--- src/cmc_pkg.sv ---
// Purpose: constants for the charger mode control register pair
// Assumes: byte-wide registers behind the serial management bus engine
// Notes:   bit positions, offsets, reset values and timing counts
package cmc_pkg;

	localparam logic [7:0] CMC_ADDR_MODE = 8'h12;
	localparam logic [7:0] CMC_ADDR_GATE = 8'h13;

	// converter_mode_control bits
	localparam int CMC_B_KILL    = 7;
	localparam int CMC_B_REV_ON  = 6;
	localparam int CMC_B_REV_LL  = 5;
	localparam int CMC_B_FWD_LL  = 4;
	localparam int CMC_B_WAKE    = 3;
	localparam int CMC_B_PRE_LIN = 2;
	localparam int CMC_B_REV_OOA = 1;
	localparam int CMC_B_FWD_OOA = 0;

	// gate_drive_protection_control bits
	localparam int CMC_B_GATE2   = 7;
	localparam int CMC_B_GATE1   = 6;
	localparam int CMC_B_RATE    = 5;
	localparam int CMC_B_STAT    = 4;
	localparam int CMC_B_SHORT   = 3;
	localparam int CMC_B_UVP     = 2;
	localparam int CMC_B_FDET    = 1;
	localparam int CMC_B_OCP     = 0;

	localparam logic [7:0] CMC_MODE_RESET = 8'h00;
	// rate bit is overlaid with the captured strap level
	localparam logic [7:0] CMC_GATE_RESET = 8'h01;

	// bits that a watchdog expiry returns to zero
	localparam logic [7:0] CMC_MODE_WD_MASK = 8'h66;
	localparam logic [7:0] CMC_GATE_WD_MASK = 8'h10;

	// pin inputs are valid after the synchroniser fills
	localparam logic [1:0] CMC_CAPTURE_CYCLES = 2'h3;

	localparam int CMC_CLK_PERIOD_PS = 4000;
	localparam int CMC_SETTLE_NS     = 1000;
	localparam int CMC_SETTLE_CYCLES =
		(CMC_SETTLE_NS * 1000 + CMC_CLK_PERIOD_PS - 1) / CMC_CLK_PERIOD_PS;
	localparam logic [7:0] CMC_SETTLE_LAST = 8'(CMC_SETTLE_CYCLES - 1);

	typedef enum logic [1:0]
	{
		CMC_FD_IDLE = 2'h0,
		CMC_FD_HOLD = 2'h1,
		CMC_FD_MEAS = 2'h3,
		CMC_FD_PUBL = 2'h2
	} cmc_fd_state_t;

endpackage

--- src/cmc_sync.sv ---
// Purpose: two-flop synchroniser, one lane per bit
// Assumes: inputs are quasi-static pin levels
// Notes:   first stage feeds only the second stage
`timescale 1ns/1ps
module cmc_sync
#(
	parameter int WIDTH = 4
)
(
	input  wire logic             core_clk,
	input  wire logic             resetn,
	input  wire logic [WIDTH-1:0] async_in,
	output logic      [WIDTH-1:0] sync_out
);

	generate
		if (WIDTH < 1)
		begin : g_bad
			$error("cmc_sync: WIDTH must be at least 1");
		end
	endgenerate

	genvar i;
	generate
		for (i = 0; i < WIDTH; i++)
		begin : g_lane
			logic stage1;
			always_ff @(posedge core_clk)
			begin
				if (!resetn)
				begin
					stage1      <= 1'b0;
					sync_out[i] <= 1'b0;
				end
				else
				begin
					stage1      <= async_in[i];
					sync_out[i] <= stage1;
				end
			end
		end
	endgenerate

endmodule // cmc_sync

--- src/cmc_mode_regs.sv ---
// Purpose: converter mode and gate drive control registers
// Assumes: byte register port from the serial bus engine, same clock
// Notes:   forced limit detection runs a small hold/measure sequence
// What this block does
// - while the kill bit is set both input gate enables read and drive 0.
// - reverse output bit drives reverse mode, cleared by watchdog or reset.
// - reverse light-load disable bit, cleared by watchdog or reset.
// - forward light-load disable bit, cleared only by register reset.
// - precharge linear-mode disable bit, cleared by watchdog or reset.
// - reverse out-of-audio disable bit, cleared by watchdog or reset.
// - forward out-of-audio disable bit, cleared only by register reset.
// - gate two enable drives its driver and is locked at 0 if absent.
// - gate one enable drives its driver and is locked at 0 if absent.
// - rate select picks 1.5 MHz at 0, 750 kHz at 1, starts from strap.
// - status pin disable bit, cleared by watchdog or reset.
// - both hiccup disable bits are cleared only by register reset.
// - forced detection accepts a 1 only while battery exceeds minimum.
// - forced detection stops switching, measures, publishes, self-clears.
// - overcurrent enable defaults to 1 and returns there on reset.
`timescale 1ns/1ps
module cmc_mode_regs
#(
	parameter int ADC_W = 16
)
(
	input  wire logic             core_clk,
	input  wire logic             resetn,
	input  wire logic [7:0]       reg_addr,
	input  wire logic [7:0]       reg_wdata,
	input  wire logic             reg_wr,
	input  wire logic             reg_rd,
	output logic      [7:0]       reg_rdata,
	output logic                  reg_rvalid,
	input  wire logic             regs_reset,
	input  wire logic             watchdog_expired,
	input  wire logic             strap_pin,
	input  wire logic             gate_one_present,
	input  wire logic             gate_two_present,
	input  wire logic             vbat_above_min,
	output logic                  input_gate_kill,
	output logic                  reverse_output_on,
	output logic                  reverse_light_load_off,
	output logic                  forward_light_load_off,
	output logic                  wake_delay_sel,
	output logic                  precharge_linear_off,
	output logic                  reverse_out_of_audio_off,
	output logic                  forward_out_of_audio_off,
	output logic                  input_gate_two_on,
	output logic                  input_gate_one_on,
	output logic                  switching_rate_sel,
	output logic                  status_pin_off,
	output logic                  rail_short_hiccup_off,
	output logic                  reverse_undervolt_hiccup_off,
	output logic                  forced_input_limit_detect,
	output logic                  input_overcurrent_on,
	output logic                  converter_hold,
	output logic                  adc_req,
	input  wire logic             adc_done,
	input  wire logic [ADC_W-1:0] adc_result,
	output logic                  limit_wr,
	output logic      [ADC_W-1:0] limit_value
);

	generate
		if (ADC_W < 1 || ADC_W > 32)
		begin : g_bad
			$error("cmc_mode_regs: ADC_W must be 1 to 32");
		end
	endgenerate

	logic [3:0] pins_sync;
	logic       strap_s;
	logic       one_s;
	logic       two_s;
	logic       vbat_ok;

	cmc_sync #(.WIDTH(4)) u_sync
	(
		.core_clk (core_clk),
		.resetn   (resetn),
		.async_in ({vbat_above_min, gate_two_present,
		            gate_one_present, strap_pin}),
		.sync_out (pins_sync)
	);

	assign strap_s = pins_sync[0];
	assign one_s   = pins_sync[1];
	assign two_s   = pins_sync[2];
	assign vbat_ok = pins_sync[3];

	// power-on capture of strap and switch presence
	logic [1:0] cap_cnt;
	logic [1:0] next_cap_cnt;
	logic       captured;
	logic       next_captured;
	logic       strap_val;
	logic       next_strap_val;
	logic       one_ok;
	logic       next_one_ok;
	logic       two_ok;
	logic       next_two_ok;
	logic       cap_now;

	always_comb
	begin
		next_cap_cnt   = cap_cnt;
		next_captured  = captured;
		next_strap_val = strap_val;
		next_one_ok    = one_ok;
		next_two_ok    = two_ok;
		cap_now        = 1'b0;
		if (!captured)
		begin
			next_cap_cnt = cap_cnt + 2'h1;
			if (cap_cnt == cmc_pkg::CMC_CAPTURE_CYCLES)
			begin
				cap_now        = 1'b1;
				next_captured  = 1'b1;
				next_strap_val = strap_s;
				next_one_ok    = one_s;
				next_two_ok    = two_s;
			end
		end
	end

	always_ff @(posedge core_clk)
	begin
		if (!resetn)
		begin
			cap_cnt   <= 2'h0;
			captured  <= 1'b0;
			strap_val <= 1'b0;
			one_ok    <= 1'b0;
			two_ok    <= 1'b0;
		end
		else
		begin
			cap_cnt   <= next_cap_cnt;
			captured  <= next_captured;
			strap_val <= next_strap_val;
			one_ok    <= next_one_ok;
			two_ok    <= next_two_ok;
		end
	end

	// forced detection sequencer
	cmc_pkg::cmc_fd_state_t fd_state;
	cmc_pkg::cmc_fd_state_t next_fd_state;
	logic [7:0]             settle_cnt;
	logic [7:0]             next_settle_cnt;
	logic [ADC_W-1:0]       next_limit_value;
	logic [7:0]             mode_r;
	logic [7:0]             gate_r;
	logic [7:0]             next_mode;
	logic [7:0]             next_gate;

	always_comb
	begin
		next_fd_state    = fd_state;
		next_settle_cnt  = settle_cnt;
		next_limit_value = limit_value;
		case (fd_state)
			cmc_pkg::CMC_FD_IDLE:
			begin
				next_settle_cnt = 8'h00;
				if (gate_r[cmc_pkg::CMC_B_FDET])
					next_fd_state = cmc_pkg::CMC_FD_HOLD;
			end
			// input current falls to zero before sampling
			cmc_pkg::CMC_FD_HOLD:
			begin
				next_settle_cnt = settle_cnt + 8'h01;
				if (settle_cnt == cmc_pkg::CMC_SETTLE_LAST)
					next_fd_state = cmc_pkg::CMC_FD_MEAS;
			end
			cmc_pkg::CMC_FD_MEAS:
			begin
				if (adc_done)
				begin
					next_limit_value = adc_result;
					next_fd_state    = cmc_pkg::CMC_FD_PUBL;
				end
			end
			cmc_pkg::CMC_FD_PUBL:
				next_fd_state = cmc_pkg::CMC_FD_IDLE;
			default:
				next_fd_state = cmc_pkg::CMC_FD_IDLE;
		endcase
		if (regs_reset)
			next_fd_state = cmc_pkg::CMC_FD_IDLE;
	end

	assign converter_hold = (fd_state != cmc_pkg::CMC_FD_IDLE);
	assign adc_req        = (fd_state == cmc_pkg::CMC_FD_MEAS);
	assign limit_wr       = (fd_state == cmc_pkg::CMC_FD_PUBL);

	always_ff @(posedge core_clk)
	begin
		if (!resetn)
		begin
			fd_state    <= cmc_pkg::CMC_FD_IDLE;
			settle_cnt  <= 8'h00;
			limit_value <= '0;
		end
		else
		begin
			fd_state    <= next_fd_state;
			settle_cnt  <= next_settle_cnt;
			limit_value <= next_limit_value;
		end
	end

	// register pair
	logic wr_mode;
	logic wr_gate;

	assign wr_mode = reg_wr && (reg_addr == cmc_pkg::CMC_ADDR_MODE);
	assign wr_gate = reg_wr && (reg_addr == cmc_pkg::CMC_ADDR_GATE);

	always_comb
	begin
		next_mode = mode_r;
		next_gate = gate_r;
		// self-clear ahead of writes, so a new set wins
		if (limit_wr)
			next_gate[cmc_pkg::CMC_B_FDET] = 1'b0;
		if (wr_mode)
			next_mode = reg_wdata;
		if (wr_gate)
		begin
			next_gate[7:2] = reg_wdata[7:2];
			next_gate[cmc_pkg::CMC_B_OCP] = reg_wdata[cmc_pkg::CMC_B_OCP];
			// set only above minimum system voltage
			if (reg_wdata[cmc_pkg::CMC_B_FDET] && vbat_ok)
				next_gate[cmc_pkg::CMC_B_FDET] = 1'b1;
		end
		if (watchdog_expired)
		begin
			next_mode = next_mode & ~cmc_pkg::CMC_MODE_WD_MASK;
			next_gate = next_gate & ~cmc_pkg::CMC_GATE_WD_MASK;
		end
		if (regs_reset)
		begin
			next_mode = cmc_pkg::CMC_MODE_RESET;
			next_gate = cmc_pkg::CMC_GATE_RESET;
			next_gate[cmc_pkg::CMC_B_RATE] = strap_val;
		end
		if (cap_now)
			next_gate[cmc_pkg::CMC_B_RATE] = strap_s;
		// kill forces both gate enables low
		if (next_mode[cmc_pkg::CMC_B_KILL])
		begin
			next_gate[cmc_pkg::CMC_B_GATE1] = 1'b0;
			next_gate[cmc_pkg::CMC_B_GATE2] = 1'b0;
		end
		// absent switch pair locks its enable
		if (!next_two_ok)
			next_gate[cmc_pkg::CMC_B_GATE2] = 1'b0;
		// absent switch pair locks its enable
		if (!next_one_ok)
			next_gate[cmc_pkg::CMC_B_GATE1] = 1'b0;
	end

	always_ff @(posedge core_clk)
	begin
		if (!resetn)
		begin
			mode_r <= cmc_pkg::CMC_MODE_RESET;
			gate_r <= cmc_pkg::CMC_GATE_RESET;
		end
		else
		begin
			mode_r <= next_mode;
			gate_r <= next_gate;
		end
	end

	assign input_gate_kill              = mode_r[cmc_pkg::CMC_B_KILL];
	assign reverse_output_on            = mode_r[cmc_pkg::CMC_B_REV_ON];
	assign reverse_light_load_off       = mode_r[cmc_pkg::CMC_B_REV_LL];
	assign forward_light_load_off       = mode_r[cmc_pkg::CMC_B_FWD_LL];
	assign wake_delay_sel               = mode_r[cmc_pkg::CMC_B_WAKE];
	assign precharge_linear_off         = mode_r[cmc_pkg::CMC_B_PRE_LIN];
	assign reverse_out_of_audio_off     = mode_r[cmc_pkg::CMC_B_REV_OOA];
	assign forward_out_of_audio_off     = mode_r[cmc_pkg::CMC_B_FWD_OOA];
	assign input_gate_two_on            = gate_r[cmc_pkg::CMC_B_GATE2];
	assign input_gate_one_on            = gate_r[cmc_pkg::CMC_B_GATE1];
	assign switching_rate_sel           = gate_r[cmc_pkg::CMC_B_RATE];
	assign status_pin_off               = gate_r[cmc_pkg::CMC_B_STAT];
	assign rail_short_hiccup_off        = gate_r[cmc_pkg::CMC_B_SHORT];
	assign reverse_undervolt_hiccup_off = gate_r[cmc_pkg::CMC_B_UVP];
	assign forced_input_limit_detect    = gate_r[cmc_pkg::CMC_B_FDET];
	assign input_overcurrent_on         = gate_r[cmc_pkg::CMC_B_OCP];

	// read port, answer one cycle after the strobe
	logic [7:0] next_rdata;

	always_comb
	begin
		next_rdata = reg_rdata;
		if (reg_rd)
		begin
			case (reg_addr)
				cmc_pkg::CMC_ADDR_MODE: next_rdata = mode_r;
				cmc_pkg::CMC_ADDR_GATE: next_rdata = gate_r;
				default:                next_rdata = 8'h00;
			endcase
		end
	end

	always_ff @(posedge core_clk)
	begin
		if (!resetn)
		begin
			reg_rdata  <= 8'h00;
			reg_rvalid <= 1'b0;
		end
		else
		begin
			reg_rdata  <= next_rdata;
			reg_rvalid <= reg_rd;
		end
	end
endmodule // cmc_mode_regs

--- config.mk ---
export PLATFORM = sky130hd
export DESIGN_NAME = cmc_mode_regs
export DESIGN_NICKNAME = d
export VERILOG_FILES = /design/src/cmc_pkg.sv /design/src/cmc_sync.sv /design/src/cmc_mode_regs.sv
export SDC_FILE = /design/constraint.sdc
export NUM_CORES = 1
export LEC_CHECK = 0
export BUFFER_PORTS_ARGS = -buffer_cell sky130_fd_sc_hd__buf_4
export CAP_MARGIN = 20
export CORE_UTILIZATION = 40
export CTS_BUF_LIST = sky130_fd_sc_hd__clkbuf_8 sky130_fd_sc_hd__clkbuf_16
export CTS_CLUSTER_DIAMETER = 30
export CTS_CLUSTER_SIZE = 20
export DETAILED_ROUTE_END_ITERATION = 6
export GPL_TIMING_DRIVEN = 0
export PLACE_DENSITY_LB_ADDON = 0.15
export SLEW_MARGIN = 25
export SYNTH_ARGS = -nofsm -noshare
export SYNTH_HDL_FRONTEND = slang
export SYNTH_SLANG_ARGS = --single-unit
--- constraint.sdc ---
create_clock -name core_clk -period 1.7 [get_ports core_clk]
set_input_delay 0.255 -clock core_clk [delete_from_list [all_inputs] [get_ports core_clk]]
set_output_delay 0.255 -clock core_clk [all_outputs]
set_load 0.01 [all_outputs]
==> impl_results.md, run 1 <==
* WP data arrival at 1.71 ns
* Die boundary width at 82.5 µm
* GPL Wtd Cong at 0.750
* First-pass GRT wire length at 9070 µm
* Syn-to-layout area delta at 34.7%
* Post-synthesis sequential area ratio at 0.502
* Largest net degree at the start of global routing at 11
* Vias in the first global route at 2,045
* Drt first-iter violations at 63
* Total Power at 2.92 mW
* Avg WL per Cell at 12.6 µm
* Leak at 1.52 nW
* Clk Tree Root Cell: clkbuf_8
* Yosys top cell area share at 0.502
* I/O pin cnt at 87
* Crit path time final at 1.47 ns
* Cts repair resizes at 0
* Seq cells post-synth at 65
* Row cnt at 28
* Post-synthesis xor/xnor area fraction at 0.0236
* Starting density of the core at 0.425
* Footprint of the multi-input gates at 0.00118 mm²
* Cells after synthesis at 279
* CTS sink cnt at 65
* Count of yosys warnings during synthesis at 0
* Synth cell count leaders: dfxtp_1, nand2_1, nor2_1, mux2i_1, and2_1
* CP required at 1.94 ns
* Post-synth EDFFs at 0
* Max-cap violations at 0
* Placed Cells incl. Taps at 437
* Post-CTS Setup Inserts at 0
* Post-synthesis adder-cell area fraction at 0.0145
* Simple-Gate Fraction of Synth Area at 0.226
* Detailed-router iteration count before antenna repair at 4
* Mux cell area share after synthesis at 0.0888
* Syn nets at 325
* Routed vias at 2,149
* Grt total ovfl at 0
* DR vias/cell at 4.75
* H-tree levels at 3
* Compound-Gate Fraction of Synth Area at 0.102
* Inserted Diodes at 0
* Hold Crit Class: input pin to flop
* Ys flop type: dfxtp_1
* Dominant cells by area after synthesis: dfxtp_1, mux2i_1, nand2_1
* Residual DRC count at 0
* Die Y at 82.5 µm
* Power Density at 837 mW/mm²
* Crit Path Class: flop to flop
* Slew HR at 0.664
* Initial antenna violation count at 0
* Nets at 419
* Syn_area_per_cell at 9.29 µm²
* Clock skew at 0.00769 ns
* Routed Antenna Nets at 0
* Final Hold Vio Count at 0
* Final Setup Violations at 0
* Core region area at 0.00610 mm²
* Maximum fanout along the worst path at 8
* Final Cycle Share at 0.865
* Setup TNS at 0 ns
* # hold bufs at CTS at 0
* GRT Total Usage at 0.179
* Max Root-Sink Buffers at 2
* Worst vdd ir at 0.533 mV
* Critical path startpoint category: flop
* TritonCTS clock tree: built
* Clock-pin slew on the worst setup and hold paths at 0.07 ns
* Finished Cell Area at 0.00349 mm²
* Fmax at 680 MHz
* Main combinational cell family by area after synthesis: simple AND/OR/NAND/NOR gates
* Distinct cells, synth at 37
* # fillers at 589
* Worst-Margin Slew at 0.503 ns
* Worst Setup End Kind: flop
* Post-DP Area at 0.00331 mm²
* Cell Area, Synth at 0.00259 mm²
* Final Max Tran Viols at 0
* Status: complete, no violations
* Worst Hold Slack at 0.132 ns
* Clock latency on the worst-skew pair at 0.32 ns
* Post-synth top area cell: dfxtp_1
* Share of cells above drive strength 1 at 0.281
* Num CTS Buffers at 9
* Reg2reg setup slack at 0.23 ns
* Die area at 0.00681 mm²
* PortBufs at 83
* Most instantiated library cell after synthesis: dfxtp_1
* RSZ-0062 raised after global routing: false
* Async set-reset flop share out of synthesis at 0
* Dpl hpwl at 4140 µm
* Post-Layout Cell Count at 452
* WL final at 5680 µm
* Register area at 0.00130 mm²
-- layout by cell type (no fill, tap or decap), types with 2 or more instances in the layout --
master	n
buf_4	85
dfxtp_1	65
nand2_1	39
nor2_1	26
mux2i_1	23
and2_1	20
a21boi_0	16
inv_1	15
clkbuf_8	12
clkbuf_1	9
o22ai_1	8
nand3_1	6
o21ai_0	6
nor2b_1	5
xor2_1	4
nor3_1	3
nor3b_1	3
xnor2_1	3
ha_1	3
buf_2	2
nor4_1	2
nand4b_1	2
a21oi_1	2
o21a_1	2
-- critical path: stages, from the launching register on --
cell	delay, ns
dfxtp_1	0.35
ha_1	0.17
nor2b_1	0.12
clkbuf_1	0.25
and2_1	0.22
o21ai_0	0.11
a211oi_1	0.18
-- cells by family after synthesis --
| group | after synthesis |
|---|---|
| flops | 65 |
| buf+inv | 27 |
| mux | 23 |
| simple gates | 115 |
| fa+ha+maj | 3 |
| compound gates | 39 |
| xor+xnor | 7 |
-- layout make-up --
type                       instances  area share
buffer                            13      0.0168
clock buffer                      12      0.0473
clock inverter                     3     0.00466
inverter                          14      0.0151
multi-input combinational        187       0.338
sequential                        65       0.373
tap                               75      0.0269
timing repair buffer              83       0.178
-- through the flow --
| stage | util | worst slack, ns |
|---|---|---|
| floorplan | - | 0.399 |
| global route | 0.573 | 0.0310 |
| global placement | 0.543 | 0.129 |
| finish | 0.573 | 0.229 |
| detailed placement | 0.543 | 0.125 |
| CTS | 0.573 | 0.196 |
-- registers in the layout, indices dropped and copies added (netlist names), 2 cells and up, named ones only --
register and cells:
fd_state 2, cap_cnt 2, settle_cnt 8, u_sync.sync_out 4, u_sync.g_lane.stage1 4, mode_r 5, limit_value 16, gate_r 5
reg_rdata 8
-- power by group --
| part | internal, mW | total, mW | switching (mW) |
|---|---|---|---|
| registers | 1.55 | 1.56 | 0.0137 |
| clock network | 0.633 | 1.17 | 0.538 |
| logic | 0.111 | 0.189 | 0.0780 |
| total | 2.29 | 2.92 | 0.630 |
-- per-layer routing --
| metal | track usage | part of all wire | vias up |
|---|---|---|---|
| li1 | - | - | 1113 |
| met5 | 0 | 0 | - |
| met3 | 0.0462 | 0.060 | 8 |
| met4 | 0.0828 | 0.012 | 0 |
| met2 | 0.289 | 0.45 | 61 |
| met1 | 0.223 | 0.48 | 967 |
-- final timing paths --
kind | from | endpoint | cells after the start
max | cap_cnt[0] | gate_r[5] | 6
min | strap_pin | u_sync.g_lane[0].stage1 | 2
max reg2reg | cap_cnt[0] | gate_r[5] | 6
min reg2reg | u_sync.g_lane[2].stage1 | u_sync.sync_out[2] | 1
Power figures use the tool's default switching activity.
==> inputs of run 2 (changes only) <==
--- a/config.mk
+++ b/config.mk
@@ -13,7 +13,7 @@
 export CTS_CLUSTER_SIZE = 20
 export DETAILED_ROUTE_END_ITERATION = 6
 export GPL_TIMING_DRIVEN = 0
-export PLACE_DENSITY_LB_ADDON = 0.15
+export PLACE_DENSITY_LB_ADDON = 0.12
 export SLEW_MARGIN = 25
 export SYNTH_ARGS = -nofsm -noshare
 export SYNTH_HDL_FRONTEND = slang
==> run 2 against run 1 <==
Against the previous run:
- global-route usage increased by 0.091 points
- clock power decreased by 6%
- count of clock-buffer cells in the layout shrank 1
- combinational power hardly changed
- largest cell class unchanged
==> impl_results.md, run 2 (synthesis results as in run 1) <==
* Final Cycle Share at 0.900
* Die Y at 82.5 µm
* Worst vdd ir at 0.550 mV
* Crit Path Class: flop to output port
* Most frequent cells in the layout: buf_4, dfxtp_1, nand2_1
* Share of cells above drive strength 1 at 0.274
* Detailed-router iteration count before antenna repair at 4
* WL final at 5720 µm
* Post-CTS Setup Inserts at 0
* Leak at 1.52 nW
* RSZ-0062 raised after global routing: false
* Nets at 419
* Syn-to-layout area delta at 33.9%
* CP required at 1.44 ns
* Setup TNS at 0 ns
* Largest net degree at the start of global routing at 11
* Starting density of the core at 0.425
* Final Hold Vio Count at 0
* Finished Cell Area at 0.00347 mm²
* Inserted Diodes at 0
* GPL Wtd Cong at 0.817
* Largest delay share family, worst path: buffers and inverters
* TritonCTS clock tree: built
* Commonest non-fill, non-tap cell in the layout: buf_4
* Drt first-iter violations at 42
* Grt total ovfl at 0
* Cts repair resizes at 0
* Worst-Margin Slew at 0.502 ns
* Register area at 0.00130 mm²
* Max Root-Sink Buffers at 2
* Residual DRC count at 0
* Footprint of the multi-input gates at 0.00118 mm²
* Crit path time final at 1.53 ns
* Hold Crit Class: input pin to flop
* First-pass GRT wire length at 9120 µm
* Critical path's slowest cell: dfxtp_1
* Crit path cell chain: buf_2 -> inv_1 -> nor2_1 -> buf_4
* DR vias/cell at 4.76
* Largest registers: limit_value x16, reg_rdata x8, settle_cnt x8
* Critical path startpoint category: flop
* H-tree levels at 3
* Die area at 0.00681 mm²
* Avg WL per Cell at 12.7 µm
* Clock-pin slew on the worst setup and hold paths at 0.06 ns
* Power Density at 823 mW/mm²
* CTS sink cnt at 65
* PortBufs at 83
* Die boundary width at 82.5 µm
* Vias in the first global route at 2,035
* Clock latency on the worst-skew pair at 0.33 ns
* Dpl hpwl at 4180 µm
* Routed Antenna Nets at 0
* Buf/Inv on CP at 3
* Clk Tree Root Cell: clkbuf_8
* Crit-path max cell delay at 0.33 ns
* Clock skew at 0.00533 ns
* Core region area at 0.00610 mm²
* Status: complete, no violations
* Maximum fanout along the worst path at 10
* I/O pin cnt at 87
* Initial antenna violation count at 0
* Post-DP Area at 0.00331 mm²
* GRT Total Usage at 0.180
* Max reg flops at 16
* Slew HR at 0.665
* Final Max Tran Viols at 0
* # fillers at 604
* Final Setup Violations at 0
* Most flops, register: limit_value
* # hold bufs at CTS at 0
* Worst Setup End Kind: output port
* Num CTS Buffers at 9
* Routed vias at 2,148
* WP data arrival at 1.27 ns
* Max-cap violations at 0
* Fmax at 654 MHz
* Row cnt at 28
run 2: cell count changes in the layout (fill, tap and decap cells not counted), sizes merged:
cell      previous run  this run
clkbuf              21        20
inv                 15        17
clkinv               1         0
clkinvlp             1         0
run 2: final timing paths:
kind / startpoint / endpoint / slack, ns / depth (start not counted)
setup reg to reg: cap_cnt[0] / gate_r[5] / 0.20 / 6
setup / recovery: fd_state[1] / adc_req / 0.17 / 4
hold reg to reg: u_sync.g_lane[1].stage1 / u_sync.sync_out[1] / 0.43 / 1
hold / removal: strap_pin / u_sync.g_lane[0].stage1 / 0.13 / 2
run 2: report_power, final:
group | switching (mW) | internal, mW
Clock | 0.526 | 0.577
Combinational | 0.0780 | 0.111
Sequential | 0.0141 | 1.55
run 2: layout make-up:
cell class                      instances  share of cell area
Clock inverter                          3             0.00324
Timing Repair Buffer                   83               0.179
Multi-Input combinational cell        187               0.340
Sequential cell                        65               0.375
Inverter                               14              0.0151
Buffer                                 13              0.0169
Tap cell                               75              0.0270
Clock buffer                           11              0.0436
run 2: metal layers:
metal,up-vias,part of all wire,track usage
met5,-,0,0
met4,0,0.017,0.0879
met3,10,0.063,0.0473
met2,62,0.43,0.274
met1,962,0.49,0.236
li1,1114,-,-
run 2: through the flow:
step           setup WS, ns  instances  power [mW]  utilization  hold WS, ns
3_3_place_gp          0.126        437        1.79        0.543        0.417
3_5_place_dp          0.118        437        1.79        0.543        0.417
4_1_cts               0.170        451        2.89        0.570        0.120
5_1_grt             0.00529        451        2.96        0.570        0.127
6_report              0.170        451        2.86        0.570        0.131
2_1_floorplan         0.399        279        1.68            -        0.382
run 2: worst reg2reg max path, stage by stage, from the launching register on:
cell      delay (ns)
dfxtp_1         0.36
ha_1            0.18
nor2b_1         0.13
clkbuf_1        0.25
and2_1          0.22
o21ai_0         0.10
a211oi_1        0.18
==> inputs of run 3 (changes only) <==
--- a/config.mk
+++ b/config.mk
@@ -13,8 +13,9 @@
 export CTS_CLUSTER_SIZE = 20
 export DETAILED_ROUTE_END_ITERATION = 6
 export GPL_TIMING_DRIVEN = 0
-export PLACE_DENSITY_LB_ADDON = 0.12
+export PLACE_DENSITY_LB_ADDON = 0.25
 export SLEW_MARGIN = 25
 export SYNTH_ARGS = -nofsm -noshare
 export SYNTH_HDL_FRONTEND = slang
+export SYNTH_HIERARCHICAL = 1
 export SYNTH_SLANG_ARGS = --single-unit
==> run 3 against run 2 <==
Against the previous run:
- non-clock buffer count did not move
- largest power group is now the clock network
- utilization rose by 1.5 points
- count of clock-buffer cells in the layout fell by 1
- die area barely moved
- highest routed layer unchanged
- area after synthesis barely moved
- combinational power rose by 3%
- setup slack got worse by 0.027 ns
- global-route usage fell by 0.17 points
- power rose by 16%
- flip-flop and latch count did not move
- critical path type is now flop to flop
- first-iteration DRC count rose by 79%
==> impl_results.md, run 3 <==
* Most frequent cells in the layout: buf_4, dfxtp_1, nand2_1
* Final Setup Violations at 0
* Slew HR at 0.685
* Syn-to-layout area delta at 37.4%
* Final Max Tran Viols at 0
* Largest registers: limit_value x16, reg_rdata x8, settle_cnt x8
* Inserted Diodes at 0
* Final Hold Vio Count at 0
* Clk Tree Root Cell: clkbuf_8
* Grt total ovfl at 0
* Finished Cell Area at 0.00356 mm²
* CTS sink cnt at 65
* Max-cap violations at 0
* Count of yosys warnings during synthesis at 6
* Vias in the first global route at 1,951
* Post-Layout Cell Count at 452
* DR vias/cell at 4.78
* Routed vias at 2,161
* Most instantiated library cell after synthesis: dfxtp_1
* Cells after synthesis at 277
* Leak at 1.49 nW
* Dominant cells by area after synthesis: dfxtp_1, mux2i_1, nand2_1
* PortBufs at 84
* Status: complete, no violations
* Hold Crit Class: input pin to flop
* Async set-reset flop share out of synthesis at 0
* Worst Setup End Kind: flop
* Cell Area, Synth at 0.00259 mm²
* I/O pin cnt at 87
* First-pass GRT wire length at 8890 µm
* Worst vdd ir at 0.652 mV
* Avg WL per Cell at 12.5 µm
* Synth cell count leaders: dfxtp_1, nand2_1, nor2_1, mux2i_1, and2_1
* Seq cells post-synth at 65
* H-tree levels at 3
* TritonCTS clock tree: built
* Row cnt at 28
* Num CTS Buffers at 9
* Yosys top cell area share at 0.502
* Crit Path Class: flop to flop
* Die Y at 82.5 µm
* Final Cycle Share at 0.916
* GRT Total Usage at 0.178
* Nets at 418
* Most flops, register: limit_value
* Power Density at 933 mW/mm²
* Core region area at 0.00610 mm²
* Drt first-iter violations at 75
* Post-synth top area cell: dfxtp_1
* Detailed-router iteration count before antenna repair at 4
* Residual DRC count at 0
* Dpl hpwl at 4010 µm
* Maximum fanout along the worst path at 10
* Largest net degree at the start of global routing at 12
* Initial antenna violation count at 0
* Distinct cells, synth at 35
* Post-synthesis sequential area ratio at 0.502
* Fmax at 642 MHz
* Crit path time final at 1.56 ns
* Critical path startpoint category: flop
* Ys flop type: dfxtp_1
* Share of cells above drive strength 1 at 0.289
* Clock-pin slew on the worst setup and hold paths at 0.07 ns
* Post-CTS Setup Inserts at 0
* Routed Antenna Nets at 0
* Syn nets at 323
* GPL Wtd Cong at 0.804
* Post-synth EDFFs at 0
* Starting density of the core at 0.425
* WP data arrival at 1.81 ns
* Clock latency on the worst-skew pair at 0.33 ns
* CP required at 1.95 ns
* Worst-Margin Slew at 0.472 ns
* Die boundary width at 82.5 µm
* Clock skew at 0.00819 ns
* WL final at 5660 µm
* Max Root-Sink Buffers at 2
* Placed Cells incl. Taps at 436
* Syn_area_per_cell at 9.36 µm²
* Die area at 0.00681 mm²
* Max reg flops at 16
* Commonest non-fill, non-tap cell in the layout: buf_4
* Post-DP Area at 0.00332 mm²
-- run 3: cell type report --
cell class / instances / area [µm²]
clock inverter: 6 / 105
sequential: 65 / 1300
inverter: 14 / 52.6
clock buffer: 10 / 138
multi-input combinational: 186 / 1190
buffer: 12 / 52.6
tap: 75 / 93.8
fill: 587 / 2530
timing repair buffer: 84 / 631
-- run 3: critical path: stages, from the launching register on --
cell	delay, ns
dfxtp_1	0.31
clkbuf_2	0.18
nand3_1	0.27
clkbuf_1	0.41
nand2_1	0.11
a21boi_0	0.19
-- run 3: per-layer routing --
metal  global-route usage  part of all wire  wire length, µm
met1                0.210              0.45             2530
met2                0.293              0.49             2770
met3               0.0604             0.055              309
met5                    0                 0                0
met4               0.0793            0.0081               46
-- run 3: power by group --
part	leakage (nW)	switching, mW	internal, mW
clock network	0.126	0.562	1.01
registers	0.526	0.0150	1.55
logic	0.840	0.0809	0.114
total	1.49	0.658	2.67
-- run 3: path summary, 6_finish.rpt --
| kind | from | endpoint | slack, ns | cells after the start |
|---|---|---|---|---|
| hold / removal | gate_one_present | u_sync/g_lane[1].stage1 | 0.13 | 2 |
| setup / recovery | fd_state[1] | limit_value[15] | 0.14 | 5 |
| setup reg to reg | fd_state[1] | limit_value[15] | 0.14 | 5 |
| hold reg to reg | u_sync/g_lane[1].stage1 | u_sync/sync_out[1] | 0.43 | 1 |
-- run 3: through the flow --
| stage | utilization | setup WS (ns) | hold slack [ns] | total power [mW] | setup TNS [ns] |
|---|---|---|---|---|---|
| after floorplan | - | 0.197 | 0.377 | 1.69 | 0 |
| after global placement | 0.544 | -0.154 | 0.410 | 1.79 | -0.154 |
| after detailed placement | 0.544 | -0.164 | 0.422 | 1.80 | -0.164 |
| after CTS | 0.584 | 0.0263 | 0.113 | 3.36 | 0 |
| after global routing | 0.585 | -0.00857 | 0.107 | 3.46 | -0.00857 |
| final | 0.585 | 0.143 | 0.127 | 3.33 | 0 |
-- run 3: kinds of logic after synthesis --
logic type / Yosys count / synth area share
buf+inv: 26 / 0.0400
xor+xnor: 7 / 0.0236
simple gates: 114 / 0.226
compound gates: 38 / 0.101
mux: 24 / 0.0926
flops: 65 / 0.502
fa+ha+maj: 3 / 0.0145
-- run 3: repair_timing --
action,in CTS,in global routing
setup endpoints to repair,0,13
gates resized for setup,0,3
hold buffers,0,0
